<file path="src/pwr_path_defs.svh">
// Register offsets, field positions, reset values and timing counts for the power path block
`ifndef PWR_PATH_DEFS_SVH
`define PWR_PATH_DEFS_SVH

// Register byte offsets
`define REG_PORT0_CTRL      8'h00
`define REG_PORT1_CTRL      8'h04
`define REG_PORT0_STATUS    8'h08
`define REG_PORT1_STATUS    8'h0C
`define REG_GLOBAL          8'h10

// Control register fields
`define CTRL_SRC_EN         0
`define CTRL_VCONN_EN       1
`define CTRL_FRS_EN         2
`define CTRL_SINK_OVP_EN    3
`define CTRL_SYS_GATE_EN    4
`define CTRL_BUS_GATE_EN    5
`define CTRL_RP_LO          6
`define CTRL_RP_HI          7
`define CTRL_VMAX_LO        8
`define CTRL_VMAX_HI        15
`define CTRL_RESET          16'h0000

// Global register fields
`define GLB_BOOT            0
`define GLB_VCONN_CLR0      1
`define GLB_VCONN_CLR1      2
`define GLB_SAFE            3

// Rp advertisement codes
`define RP_DEFAULT          2'h0

// Timing
`define CLK_PERIOD_NS       10
`define CC_DEBOUNCE_NS      10000
`define CC_DEBOUNCE_CYC     (`CC_DEBOUNCE_NS / `CLK_PERIOD_NS)
`define ERR_RECOVERY_NS     25000000
`define ERR_RECOVERY_CYC    (`ERR_RECOVERY_NS / `CLK_PERIOD_NS)

`endif

</file>
<file path="src/pwr_path_pkg.sv">
// Types shared by the power path block and its users
package pwr_path_pkg;

    // Per-port comparator outputs, all active high
    typedef struct packed {
        logic bus_ovp;       // Bus above overvoltage_limit
        logic bus_ovp_clr;   // Bus below overvoltage_limit minus hysteresis
        logic bus_ovp_sys;   // Bus above scaled system threshold
        logic src_rcp;       // Bus above supply rail by reverse threshold
        logic frs_trip;      // Bus below supply rail minus reverse threshold
        logic vconn_oc;      // VCONN current above limit
        logic otsd;          // Local overtemperature
        logic sink_rcp;      // System rail above bus by reverse threshold
        logic bus_uvlo;      // Bus below bus undervoltage threshold
        logic cc1_rd;        // config_pin_one sees Rd
        logic cc1_ra;        // config_pin_one sees Ra
        logic cc2_rd;        // config_pin_two sees Rd
        logic cc2_ra;        // config_pin_two sees Ra
    } cmp_t;

    typedef enum logic [2:0] {
        ST_UNATT = 3'b000,
        ST_CABLE = 3'b001,
        ST_SINK  = 3'b010,
        ST_ACC   = 3'b011,
        ST_ERR   = 3'b100
    } att_state_t;

    typedef struct packed {
        att_state_t  st;
        logic        flip;        // Sink (or lone Ra) on config_pin_two
        logic        cable;       // Ra seen on the pin opposite the sink
        logic [9:0]  det_cnt;
        logic [21:0] err_cnt;
        logic        src_closed;  // Source switch has closed since attach
        logic        vconn_latch;
        logic        ovp_hold;
        logic [15:0] ctrl;
        cmp_t        sync1;
        cmp_t        sync2;
        logic        bus_src;
        logic        vconn;
        logic        vconn_clamp;
        logic        sys_gate;
        logic        bus_gate;
        logic        discharge;
        logic [1:0]  rp_sel;
        logic [1:0]  cc_mon;
        logic [8:0]  ovp_limit;
    } port_state_t;

    typedef struct packed {
        port_state_t [1:0] port;
        logic              uvlo1;
        logic              uvlo2;
        logic              boot;
        logic              safe;
        logic              straps_taken;
        logic [15:0]       rdata;
    } state_t;

endpackage

</file>
<file path="src/pwr_path.sv">
// Dual-port Type-C power path protection and source attach control
//
// Functional notes
// Overvoltage limit follows the contract's maximum bus voltage automatically.
// Bus overvoltage while sourcing opens source switch and enters ErrorRecovery.
// Supply undervoltage while sourcing opens source switch and enters ErrorRecovery.
// Reverse current opens source switch; it recloses once condition clears.
// Enabled fast role swap closes source switch when bus sags below supply.
// VCONN overcurrent clamps switch as current source; no reverse blocking.
// Overtemperature latches VCONN off and sends port to ErrorRecovery on the same edge.
// Supply undervoltage turns off both ports' VCONN switches unconditionally.
// Enabled sink overvoltage opens system sink gate above scaled threshold.
// Bus overvoltage opens bus sink gate; recloses below limit minus hysteresis.
// Both sink gates may be on; bus gate alone limits bus voltage.
// Dead-battery boot: both gates follow overvoltage, unless safe strap set.
// System rail above bus by reverse threshold opens bus sink gate.
// Bus undervoltage opens bus sink gate until it clears.
// Bus discharge pull-down is applied whenever port is unattached.
// Both pins open: watch both, no bus power, no VCONN.
// Rd and open: bus power, no VCONN, watch Rd pin only.
// Ra and open: no power, watch open pin attach, Ra pin detach.
// Ra and Rd: bus power, VCONN on Ra pin, watch Rd pin.
// Debug or audio accessory: either pin may signal detach.
// Default Rp until source switch closes; firmware may then raise it.
// Detach registers after monitored pin stays open for debounce time.
// Every comparator output passes a two-stage synchroniser before use.
`timescale 1ns/1ps
`include "pwr_path_defs.svh"

module pwr_path #(
    parameter int ERR_CYC = `ERR_RECOVERY_CYC
) (
    // Clock and reset
    input  wire logic                   i_clk,
    input  wire logic                   i_nrst,
    // Register port
    input  wire logic [7:0]             i_addr,
    input  wire logic [15:0]            i_wdata,
    input  wire logic                   i_wr,
    input  wire logic                   i_rd,
    output logic      [15:0]            o_rdata,
    // Analog comparators and straps
    input  pwr_path_pkg::cmp_t [1:0]    i_cmp,
    input  wire logic                   i_supply_uvlo,
    input  wire logic                   i_dead_battery,
    input  wire logic                   i_safe_strap,
    // Switch and gate controls per port
    output logic      [1:0]             o_bus_source_switch,
    output logic      [1:0]             o_vconn_source_switch,
    output logic      [1:0]             o_vconn_on_pin_two,
    output logic      [1:0]             o_vconn_clamp,
    output logic      [1:0]             o_system_sink_gate,
    output logic      [1:0]             o_bus_sink_gate,
    output logic      [1:0]             o_bus_discharge,
    output logic      [3:0]             o_rp_sel,
    output logic      [3:0]             o_cc_monitor,
    output logic      [17:0]            o_overvoltage_limit
);
    import pwr_path_pkg::*;

    localparam logic [9:0]  DET_CYC = 10'(`CC_DEBOUNCE_CYC);
    localparam logic [21:0] ERR_N   = 22'(ERR_CYC);

    state_t s_q;
    state_t s_d;

    // Next state: synchronisers, attach machines, switch control, register port
    always_comb begin
        port_state_t p;
        cmp_t        c;
        logic        cc1_open;
        logic        cc2_open;
        logic        mon_open;
        logic        fault;
        logic        ovp_trip;
        logic [15:0] sts;
        p        = '0;
        c        = '0;
        cc1_open = 1'b0;
        cc2_open = 1'b0;
        mon_open = 1'b0;
        fault    = 1'b0;
        ovp_trip = 1'b0;
        sts      = '0;
        s_d      = s_q;
        s_d.rdata = 16'h0000;

        // Supply undervoltage synchroniser
        s_d.uvlo1 = i_supply_uvlo;
        s_d.uvlo2 = s_q.uvlo1;

        // Straps are caught once, on the first edge after reset release
        if (!s_q.straps_taken) begin
            s_d.straps_taken = 1'b1;
            s_d.boot         = i_dead_battery;
            s_d.safe         = i_safe_strap;
        end

        for (int i = 0; i < 2; i++) begin
            p = s_q.port[i];
            p.sync1 = i_cmp[i];
            p.sync2 = s_q.port[i].sync1;
            c = s_q.port[i].sync2;
            cc1_open = !c.cc1_rd && !c.cc1_ra;
            cc2_open = !c.cc2_rd && !c.cc2_ra;

            // Limit tracks the contract maximum plus one eighth margin
            p.ovp_limit = {1'b0, p.ctrl[`CTRL_VMAX_HI:`CTRL_VMAX_LO]}
                        + {4'h0, p.ctrl[`CTRL_VMAX_HI:`CTRL_VMAX_LO+3]};

            // Faults that send the port to ErrorRecovery
            fault = (s_q.port[i].bus_src && (c.bus_ovp || s_q.uvlo2))
                  || c.otsd;
            if (c.otsd) begin
                p.vconn_latch = 1'b1;
            end

            // Detach timing on the monitored pin
            unique case (s_q.port[i].st)
                ST_SINK:  mon_open = s_q.port[i].flip ? cc2_open : cc1_open;
                ST_CABLE: mon_open = s_q.port[i].flip ? cc2_open : cc1_open;
                ST_ACC:   mon_open = cc1_open || cc2_open;
                default:  mon_open = 1'b0;
            endcase
            p.det_cnt = mon_open ? s_q.port[i].det_cnt + 10'h001 : 10'h000;

            unique case (s_q.port[i].st)
                ST_UNATT: begin
                    p.src_closed = 1'b0;
                    // Both pins watched; no power until something is seen
                    if ((c.cc1_rd && c.cc2_rd) || (c.cc1_ra && c.cc2_ra)) begin
                        p.st = ST_ACC;
                    end else if (c.cc1_rd || c.cc2_rd) begin
                        p.st    = ST_SINK;
                        p.flip  = c.cc2_rd;
                        p.cable = c.cc1_ra || c.cc2_ra;
                    end else if (c.cc1_ra || c.cc2_ra) begin
                        p.st    = ST_CABLE;
                        p.flip  = c.cc2_ra;
                        p.cable = 1'b1;
                    end
                end
                ST_CABLE: begin
                    // Sink appearing on the open pin completes the attach
                    if (s_q.port[i].flip ? c.cc1_rd : c.cc2_rd) begin
                        p.st   = ST_SINK;
                        p.flip = !s_q.port[i].flip;
                    end else if (p.det_cnt >= DET_CYC) begin
                        p.st = ST_UNATT;
                    end
                end
                ST_SINK, ST_ACC: begin
                    if (p.det_cnt >= DET_CYC) begin
                        p.st = ST_UNATT;
                    end
                end
                ST_ERR: begin
                    p.err_cnt = s_q.port[i].err_cnt + 22'h00_0001;
                    if (s_q.port[i].err_cnt >= ERR_N - 22'h00_0001) begin
                        p.st = ST_UNATT;
                    end
                end
                default: p.st = ST_ERR;
            endcase
            if (fault && s_q.port[i].st != ST_ERR) begin
                p.st      = ST_ERR;
                p.err_cnt = '0;
            end
            if (p.st != s_q.port[i].st) begin
                p.det_cnt = '0;
            end

            // Source switch: attached sink or fast role swap, blocked by reverse current
            p.bus_src = !fault && s_q.port[i].st != ST_ERR && !c.src_rcp
                      && ((s_q.port[i].st == ST_SINK
                           && s_q.port[i].ctrl[`CTRL_SRC_EN])
                          || (s_q.port[i].ctrl[`CTRL_FRS_EN] && c.frs_trip));
            if (s_q.port[i].bus_src) begin
                p.src_closed = 1'b1;
            end
            p.rp_sel = s_q.port[i].src_closed
                     ? s_q.port[i].ctrl[`CTRL_RP_HI:`CTRL_RP_LO] : `RP_DEFAULT;

            // VCONN only toward a cable Ra while a sink is present
            p.vconn = s_q.port[i].st == ST_SINK && s_q.port[i].cable
                    && s_q.port[i].ctrl[`CTRL_VCONN_EN]
                    && !p.vconn_latch && !c.otsd
                    && !s_q.uvlo2;
            // Clamp is an analog mode; the switch keeps conducting both ways
            p.vconn_clamp = s_q.port[i].vconn && c.vconn_oc;

            // Sink side: overvoltage hold with hysteresis
            if (c.bus_ovp) begin
                p.ovp_hold = 1'b1;
            end else if (c.bus_ovp_clr) begin
                p.ovp_hold = 1'b0;
            end
            ovp_trip = p.ovp_hold || c.bus_ovp;
            if (s_q.boot) begin
                // Firmware is not running; hardware owns both gates
                p.sys_gate = !ovp_trip && !s_q.safe;
                p.bus_gate = !ovp_trip && !s_q.safe;
            end else begin
                p.sys_gate = s_q.port[i].ctrl[`CTRL_SYS_GATE_EN]
                           && !(s_q.port[i].ctrl[`CTRL_SINK_OVP_EN] && c.bus_ovp_sys);
                // Bus gate alone holds the bus under the limit
                p.bus_gate = s_q.port[i].ctrl[`CTRL_BUS_GATE_EN] && !ovp_trip
                           && !c.sink_rcp
                           && !c.bus_uvlo;
            end

            p.discharge = p.st == ST_UNATT;
            unique case (p.st)
                ST_UNATT, ST_ACC: p.cc_mon = 2'b11;
                ST_SINK:  p.cc_mon = p.flip ? 2'b10 : 2'b01;
                ST_CABLE: p.cc_mon = 2'b11;
                default:  p.cc_mon = 2'b00;
            endcase
            s_d.port[i] = p;
        end

        // VCONN latch release; an overtemperature in the same cycle keeps it set
        if (i_wr && i_addr == `REG_GLOBAL) begin
            if (i_wdata[`GLB_VCONN_CLR0] && !s_q.port[0].sync2.otsd) begin
                s_d.port[0].vconn_latch = 1'b0;
            end
            if (i_wdata[`GLB_VCONN_CLR1] && !s_q.port[1].sync2.otsd) begin
                s_d.port[1].vconn_latch = 1'b0;
            end
            if (!i_wdata[`GLB_BOOT]) begin
                s_d.boot = 1'b0;
            end
        end
        if (i_wr && i_addr == `REG_PORT0_CTRL) begin
            s_d.port[0].ctrl = i_wdata;
        end
        if (i_wr && i_addr == `REG_PORT1_CTRL) begin
            s_d.port[1].ctrl = i_wdata;
        end

        // Read data stands one cycle after the strobe; unmapped reads return zero
        if (i_rd) begin
            if (i_addr == `REG_PORT0_STATUS || i_addr == `REG_PORT1_STATUS) begin
                p = s_q.port[i_addr == `REG_PORT1_STATUS];
                sts = {4'h0, p.st == ST_ERR, p.ovp_hold, p.discharge, p.bus_gate,
                       p.sys_gate, p.vconn_latch, p.vconn, p.bus_src, p.flip, p.st};
            end
            unique case (i_addr)
                `REG_PORT0_CTRL:   s_d.rdata = s_q.port[0].ctrl;
                `REG_PORT1_CTRL:   s_d.rdata = s_q.port[1].ctrl;
                `REG_PORT0_STATUS: s_d.rdata = sts;
                `REG_PORT1_STATUS: s_d.rdata = sts;
                `REG_GLOBAL:       s_d.rdata = {12'h000, s_q.safe, 2'b00, s_q.boot};
                default:           s_d.rdata = 16'h0000;
            endcase
        end
    end

    // State register
    always_ff @(posedge i_clk or negedge i_nrst) begin
        if (!i_nrst) begin
            s_q <= '0;
        end else begin
            s_q <= s_d;
        end
    end

    // Outputs straight from state flip-flops
    always_comb begin
        o_rdata = s_q.rdata;
        for (int i = 0; i < 2; i++) begin
            o_bus_source_switch[i]           = s_q.port[i].bus_src;
            o_vconn_source_switch[i]         = s_q.port[i].vconn;
            o_vconn_on_pin_two[i]            = !s_q.port[i].flip;
            o_vconn_clamp[i]                 = s_q.port[i].vconn_clamp;
            o_system_sink_gate[i]            = s_q.port[i].sys_gate;
            o_bus_sink_gate[i]               = s_q.port[i].bus_gate;
            o_bus_discharge[i]               = s_q.port[i].discharge;
            o_rp_sel[2*i +: 2]               = s_q.port[i].rp_sel;
            o_cc_monitor[2*i +: 2]           = s_q.port[i].cc_mon;
            o_overvoltage_limit[9*i +: 9]    = s_q.port[i].ovp_limit;
        end
    end
endmodule

</file>
<file path="config.mk">
export PLATFORM = sky130hd
export DESIGN_NAME = pwr_path
export DESIGN_NICKNAME = d
export VERILOG_FILES = /design/src/pwr_path_pkg.sv /design/src/pwr_path.sv
export VERILOG_INCLUDE_DIRS = /design/src
export SDC_FILE = /design/constraint.sdc
export NUM_CORES = 1
export LEC_CHECK = 0
export BUFFER_PORTS_ARGS = -buffer_cell sky130_fd_sc_hd__buf_2
export CAP_MARGIN = 40
export CELL_PAD_IN_SITES_DETAIL_PLACEMENT = 0
export CELL_PAD_IN_SITES_GLOBAL_PLACEMENT = 1
export CORE_ASPECT_RATIO = 0.6
export CORE_MARGIN = 5
export CORE_UTILIZATION = 42
export CTS_BUF_LIST = sky130_fd_sc_hd__clkbuf_2
export DETAILED_ROUTE_END_ITERATION = 7
export PLACE_DENSITY_LB_ADDON = 0.2
export SYNTH_ARGS = -nofsm -noshare
export SYNTH_HDL_FRONTEND = slang
export SYNTH_SLANG_ARGS = --single-unit
</file>
<file path="constraint.sdc">
create_clock -name i_clk -period 2.1 [get_ports i_clk]
set_clock_uncertainty 0.15 [all_clocks]
set_input_delay 0.105 -clock i_clk [delete_from_list [all_inputs] [get_ports i_clk]]
set_output_delay 0.105 -clock i_clk [all_outputs]
set_load 0.03 [all_outputs]
</file>
## Yosys cells after proc, flatten, opt, wreduce, memory -nomap -nowiden

Cells that the tools add are included.
W data, S select, Z words.

| cells by class | value |
|---|---|
| add/sub/neg operators | 6 |
| reduce and logical (&&, ||, !) cells | 116 |
| equality and inequality tests | 23 |
| bitwise operators | 2 |
| multiplexer cells | 66 |
| order comparisons | 5 |

Operators by type and width:

| kind | count |
|---|---|
| $mux W101 | 2 |
| $mux W22 | 4 |
| $pmux W16 S4 | 1 |
| $logic_and A1 B1 Y1 | 51 |
| $add A22 B1 Y22 const B | 2 |
| $ge A22 B22 Y1 const B | 2 |
| $mux W10 | 4 |
| $mux W3 | 11 |
| $logic_not A1 Y1 | 28 |
| $eq A3 B2 Y1 const B | 8 |
| $pmux W3 S4 | 2 |
| $mux W1 | 22 |
| $add A10 B1 Y10 const B | 2 |
| $ge A10 B10 Y1 const B | 2 |
| $mux W5 | 4 |
| $add A8 B5 Y9 | 2 |
| $logic_or A1 B1 Y1 | 17 |
| $eq A8 B4 Y1 const B | 2 |
| $mux W16 | 1 |
| $mux W2 | 8 |
| $eq A3 B1 Y1 const B | 4 |
| $logic_not A3 Y1 | 4 |
| $mux W12 | 1 |
| $reduce_bool A2 Y1 | 6 |
| 13 further kinds | 28 |

| word-level totals | value |
|---|---|
| input bits | 57 |
| logic and storage cells | 312 |
| bits in registers | 223 |
| output and inout port bits | 56 |

## Depth between registers and ports, before layout

Gate-level depths: netlist of the first run.

| depth | value |
|---|---|
| word-level depth | 13 |
| depth in mapped cells | 9 |
| mapped depth without buffers | 9 |

## Worst setup path before layout of the first run

Ideal clock, no wire load.

| path | value |
|---|---|
| path type | reg-to-reg |
| start | register s_q[118] (netlist bit) |
| end | register s_q[107] (netlist bit) |
| buffers on the path | 1 |
| required time | 1.821 ns |
| data arrival time | 2.059 ns |
| stages on the path, launching flop included | 8 |
| library setup time | 0.129 ns |
| setup slack | -0.239 ns |
| clock period less this slack | 2.339 ns |
| path through | dfrtp_1 clkbuf_1 inv_1 o22ai_1 a211o_1 or4_4 o21bai_4 a21oi_1 |

RTL lines:

| what | line | RTL |
|---|---|---|
| start: declaration | pwr_path.sv:64 | `state_t s_q;` |
| start signal: assignment | pwr_path.sv:262 | `s_q <= '0;` |
| start signal: assignment | pwr_path.sv:264 | `s_q <= s_d;` |

## Worst setup path in the final report of the first run

| path | value |
|---|---|
| start | input port i_addr[4] |
| end | register s_q[181] (netlist bit) |

| on the way | value |
|---|---|
| word-level cells in the longest chain between the ends | 2 |

RTL lines:

| what | line | RTL |
|---|---|---|
| start: declaration | pwr_path.sv:37 | `input wire logic [7:0] i_addr,` |
| $eq A8 B3 Y1 | - |  |
| $logic_and A1 B1 Y1 (no source line) | - |  |

Every way passes these cells.
A chain may end at the register's enable or synchronous reset.

==> metrics, run 1 <==
sequential-to-total area share from yosys stat 0.5495; total of max-cap violations 0; Yosys reg bits 223; register area 5588 µm²; fin area 13270 µm²; Reg clk slew, reported paths 0.09 ns; initial antenna violation count 2; violated checks setup timing; multi-input logic area 4180 µm²; Worst Hold Class in -> reg; number of synthesized flops with an enable pin 0; Netlist cell types 77; Vias 8077; Routed Antenna Nets 0; Final period util 1.150; synthesized area 10160 µm²; Setup CP Type in -> reg; fin crit period 2.415 ns; Cells on Worst Hold Path 5; H-tree depth 2; multiplexer area fraction after synthesis 0.05384; PD cells 639.3 nW/µm²; Clock Tree Buf Depth 3; HPWL after DPL 19650 µm; Cells after Synth 932; CP Capture Type register; Post-Synth Simple-Gate Area 0.1439; die area 27490 µm²; met1 track demand over resource 0.3341; RD Place Congestion 0.8663; DRC errors left 0; Peak VDD IR 0.0004038 V; GRT met3 Usage 0.04390; global-route wire length before repair 43640 µm; Core ar. 24000 µm²; io pins 113; syn nets 1005; initial core utilization 0.4231; post-placement cell area 11410 µm²; Via density 5.106; initial DRC count 536; Die Width 210.8 µm; Worst slew margin 0.5424; RSZ-0062 raised after global routing yes; clk sink count 223; Leak Pwr 6.357 nW; R2R Setup Slk -0.19 ns; Warnings, synthesis 0; FILL cells 2174; largest family of logic cells by synthesized area simple AND/OR/NAND/NOR gates; Avg Cell Area, Syn 10.90 µm²; crit path from i_addr[4]; number of port buffers 112; Area contributors post-synth dfrtp_1 55%, buf_4 4.0%, nor2_1 3.1%, xor2_1 2.5%, nand2_1 2.3%; area fraction of the dominant cell type after synthesis 0.5495; Post-synth ARST share 1.000; Overflow after GRT 0; Fin. Hold Viols 0; layout cells sized above 1 0.3058; data required time of the worst path 2.65 ns; vias in the first global route 7837; max-slew violations 0; worst skew pair latency 0.88 ns; clock root buffer clkbuf_2; fmax 414.1 MHz; WHS 0.1012 ns; Min-Delay Startpoint i_wr; Worst R2R Path Depth 6; Routed WL per cell 17.36 µm; Synth Area in Compound Gates 0.1188; # rows 44; Slew @ Worst Pin 0.6839 ns; CTS buffer count 52; most used routing layer met1; status complete, but fails checks; post-synthesis xor/xnor area fraction 0.04571; CP Launch Type input port; Primary FF master, synth dfrtp_1; cell taking the most area after synthesis dfrtp_1; WL final 27470 µm; Arr. time, crit path 2.97 ns; final setup fails 32; fin nets 1301; DIE HEIGHT 130.5 µm; GRT Total Usage 0.2009; adder-cell area share of the yosys netlist 0.02119; First-pass DRT Iterations 5; Layout area overhead 30.70%; CP max FO 11; met2 Use GR 0.2575; fin worst setup slack -0.3149 ns; R2R Path Start s_q[107]; CTS tree yes; pin count of the biggest net entering global routing 71
flip-flops by register name, summed over array words and instances, names as in the netlist:
signal,flops
o_cc_monitor,4
o_vconn_clamp,2
s_q,142
o_overvoltage_limit,18
o_rdata,16
o_bus_source_switch,2
o_vconn_source_switch,2
o_rp_sel,4
s_d,27
o_system_sink_gate,2
o_bus_sink_gate,2
o_bus_discharge,2
metal layers:
metal	wire length [µm]	vias to the layer above
li1	-	3875
met1	14610	3892
met2	10520	271
met3	1861	39
met4	471	0
met5	0	-
where the power goes:
group / internal, W / switching [W] / leakage, nW
registers: 0.00453 / 0.000269 / 2.91
clock network: 0.000903 / 0.00168 / 0.320
logic: 0.000532 / 0.000568 / 3.12
critical path, stage by stage:
cell and delay, ns:
dlygate4sd3_1 0.54, buf_2 0.14, nor3_4 0.20, dlygate4sd3_1 0.66, and2_1 0.18, nand2_2 0.05
dlygate4sd3_1 0.60, buf_12 0.17, mux2_1 0.31
final timing paths:
kind,end
worst max-delay path,s_q[181]
worst min-delay path,s_q[66]
worst min register to register,s_q[150]
max in group asynchronous,s_q[209]
min in group asynchronous,o_rdata[6]
worst max register to register,s_q[113]
cells in the final DEF, fill, tap and decap left out, types with 20 or more instances in the layout:
master         synthesis  final
a21oi_1               38     33
buf_2                  5    109
buf_4                 54    101
clkbuf_2               0     71
dfrtp_1              223    217
dlygate4sd3_1          0    110
inv_1                 34     33
mux2_2                20     20
nand2_1               62     62
nand3_1               35     32
nor2_1                83     83
o21ai_0               37     35
xnor2_1               24     24
xor2_1                29     29
cells by family after synthesis:
logic type	count (synthesis)
xor gates and xnor gates	53
DFF	223
and+or+nand+nor	288
buffers and inverters	123
adders and majority gates	16
AOI/OAI and AO/OA	183
muxes	45
other	1
synthesized netlist by cell type, types with 3 or more instances:
cell        n
dfrtp_1   223
nor2_1     83
nand2_1    62
buf_4      54
a21oi_1    38
o21ai_0    37
nand3_1    35
inv_1      34
xor2_1     29
clkbuf_1   26
xnor2_1    24
mux2_2     20
mux2_1     17
nand4_1    17
nor3_1     16
and3_1     15
ha_1       14
a22oi_1    13
a31oi_1    12
and2_1     11
o31ai_1    10
a211oi_1    9
a21o_1      9
o211ai_1    7
o22ai_1     7
or3_1       7
and4_1      5
buf_2       5
nand2b_1    5
nor4_1      5
o21ai_1     5
mux2i_1     4
mux4_2      4
nor3b_1     4
or2_2       4
a221oi_1    3
buf_1       3
nor2b_1     3
o21bai_1    3
o41ai_1     3
per-stage QoR:
step                cells    util  power [W]  worst slack (ns)  TNS [ns]
global placement     1377  0.4752   0.005769           -0.1732    -1.829
CTS                  1573  0.5414   0.008576           -0.1659    -3.661
detailed placement   1377  0.4752   0.005778           -0.2468    -2.762
floorplan             932       -   0.005319          -0.04731   -0.4731
global route         1582  0.5530   0.008986           -0.3222    -8.110
finish               1582  0.5530   0.008486           -0.3149    -6.379
final cells by class:
type,instances,area share
Timing Repair Buffer,330,0.1926
Sequential cell,223,0.4210
Tap cell,322,0.03035
Antenna cell,1,0.0001885
Multi-Input combinational cell,587,0.3149
Clock inverter,14,0.004430
Inverter,34,0.009803
Clock buffer,71,0.02677
what timing repair did:
item | 4_1_cts | 5_1_grt
resized for setup | 15 | 50
buffers inserted | 1 | 7
endpoints found under the setup margin | 33 | 62
hold buffers | 109 | 3
endpoints found under the hold margin | 302 | 32
pin swaps | 8 | 16
cloned | 1 | 0
Power figures use the tool's default switching activity.
==> run 2, diff against run 1 <==
--- a/config.mk
+++ b/config.mk
@@ -8,8 +8,6 @@
 export LEC_CHECK = 0
 export BUFFER_PORTS_ARGS = -buffer_cell sky130_fd_sc_hd__buf_2
 export CAP_MARGIN = 40
-export CELL_PAD_IN_SITES_DETAIL_PLACEMENT = 0
-export CELL_PAD_IN_SITES_GLOBAL_PLACEMENT = 1
 export CORE_ASPECT_RATIO = 0.6
 export CORE_MARGIN = 5
 export CORE_UTILIZATION = 42
@@ -19,3 +17,4 @@
 export SYNTH_ARGS = -nofsm -noshare
 export SYNTH_HDL_FRONTEND = slang
 export SYNTH_SLANG_ARGS = --single-unit
+export TNS_END_PERCENT = 5
==> run 2 against run 1 <==
Critical path type is now reg -> reg; the run still ends with setup timing left; flip-flop and latch count unchanged; wire length increased by 2.0%; core utilization increased by 0.40 points; first-iteration DRC count increased by 14%.
==> metrics, run 2 (synthesis results as in run 1) <==
initial DRC count 609; crit path from s_q[107]; WL final 28010 µm; Layout area overhead 31.65%; most frequent cells in the layout 221 x dfrtp_1, 112 x buf_4, 110 x buf_2, 108 x dlygate4sd3_1, 83 x nor2_1; initial core utilization 0.4231; GRT Total Usage 0.2053; io pins 113; # rows 44; H-tree depth 2; Vias 8266; Worst Hold Class in -> reg; Routed Antenna Nets 0; vias in the first global route 8150; DIE HEIGHT 130.5 µm; post-placement cell area 11530 µm²; Arr. time, crit path 2.94 ns; First-pass DRT Iterations 6; fin crit period 2.322 ns; R2R Path Start s_q[107]; RSZ-0062 raised after global routing yes; initial antenna violation count 2; Reg clk slew, reported paths 0.10 ns; CP max FO 4; Min-Delay Startpoint i_addr[2]; RD Place Congestion 0.8928; CP Launch Type register; fmax 430.7 MHz; Clock Tree Buf Depth 3; total of max-cap violations 0; setup TNS -2.812 ns; data required time of the worst path 2.72 ns; violated checks setup timing; HPWL after DPL 20000 µm; final setup fails 17; global-route wire length before repair 44460 µm; Via density 5.153; fin nets 1314; Peak VDD IR 0.0004491 V; Slew @ Worst Pin 0.7390 ns; Final period util 1.106; die area 27490 µm²; clock root buffer clkbuf_2; max-slew violations 0; pin count of the biggest net entering global routing 62; layout cells sized above 1 0.3023; clk sink count 223; fin area 13370 µm²; Top reg by flops s_q; status complete, but fails checks; CP Capture Type register; Setup CP Type reg -> reg; pre-CTS WS -0.2976 ns; Worst slew margin 0.5055; worst skew pair latency 0.86 ns; fin util 0.5570; Core ar. 24000 µm²; CTS buffer count 54; Fin. Hold Viols 0; number of port buffers 112; Leak Pwr 6.495 nW; PD cells 654.0 nW/µm²; CTS tree yes; Overflow after GRT 0; Largest register FFs 142; Routed WL per cell 17.46 µm; fin worst setup slack -0.2218 ns; most common cell after layout, fill and taps aside dfrtp_1; DRC errors left 0; Die Width 210.8 µm
run 2: final timing paths:
path                                      endpoint  slack [ns]  cells after the start
worst max-delay path            o_bus_discharge[0]       -0.22                      8
worst min-delay path                       s_q[83]        0.07                      8
worst max register to register  o_bus_discharge[0]       -0.22                      8
worst min register to register            s_q[142]        0.20                      0
max in group asynchronous                 s_q[108]        0.95                      5
min in group asynchronous                 s_q[219]        0.18                      4
run 2: worst max-delay path, cell delays in order, from the launching register on:
cell,delay [ns]
dfrtp_2,0.42
ha_4,0.16
nand4_1,0.18
xnor2_1,0.20
a31oi_1,0.12
or4_4,0.64
buf_6,0.16
o21ai_4,0.06
nor3b_2,0.18
run 2: cell type report:
type,count,area (µm²)
flip-flops and latches,223,5583
inverters,34,130.1
multi-input cells,587,4106
clock buffers,74,370.4
diodes,2,5.005
well taps,322,402.9
fillers,2127,10630
repair buffers,341,2664
clock inverters,21,108.9
run 2: what timing repair did:
item                                    CTS  global route
pin swaps                                 7             9
endpoints found under the setup margin   34            72
buffers inserted                          1             1
hold buffers                            110             2
gates resized for setup                  11            34
gates cloned                              1             0
hold endpoints to repair                302             3
run 2: stage by stage:
step | power, W | cells | hold WS (ns)
final | 0.008744 | 1604 | 0.06808
after global routing | 0.009264 | 1604 | 0.01908
after CTS | 0.008847 | 1599 | 0.02060
after detailed placement | 0.005787 | 1392 | -0.1102
after global placement | 0.005770 | 1392 | -0.1051
after floorplan | 0.005319 | 932 | -0.3406
run 2: power breakdown:
part | internal (W) | leakage, nW | total, W | switching (W)
combinational | 0.000553 | 3.21 | 0.00113 | 0.000577
sequential | 0.00453 | 2.92 | 0.00479 | 0.000258
clock | 0.00108 | 0.365 | 0.00282 | 0.00174
run 2: layer usage:
| layer | up-vias | routed length (µm) | track usage |
|---|---|---|---|
| met5 | - | 0 | 0 |
| met4 | 0 | 407 | 0.05448 |
| met3 | 35 | 2202 | 0.04987 |
| met2 | 296 | 10990 | 0.2726 |
| met1 | 4036 | 14410 | 0.3308 |
| li1 | 3899 | - | - |
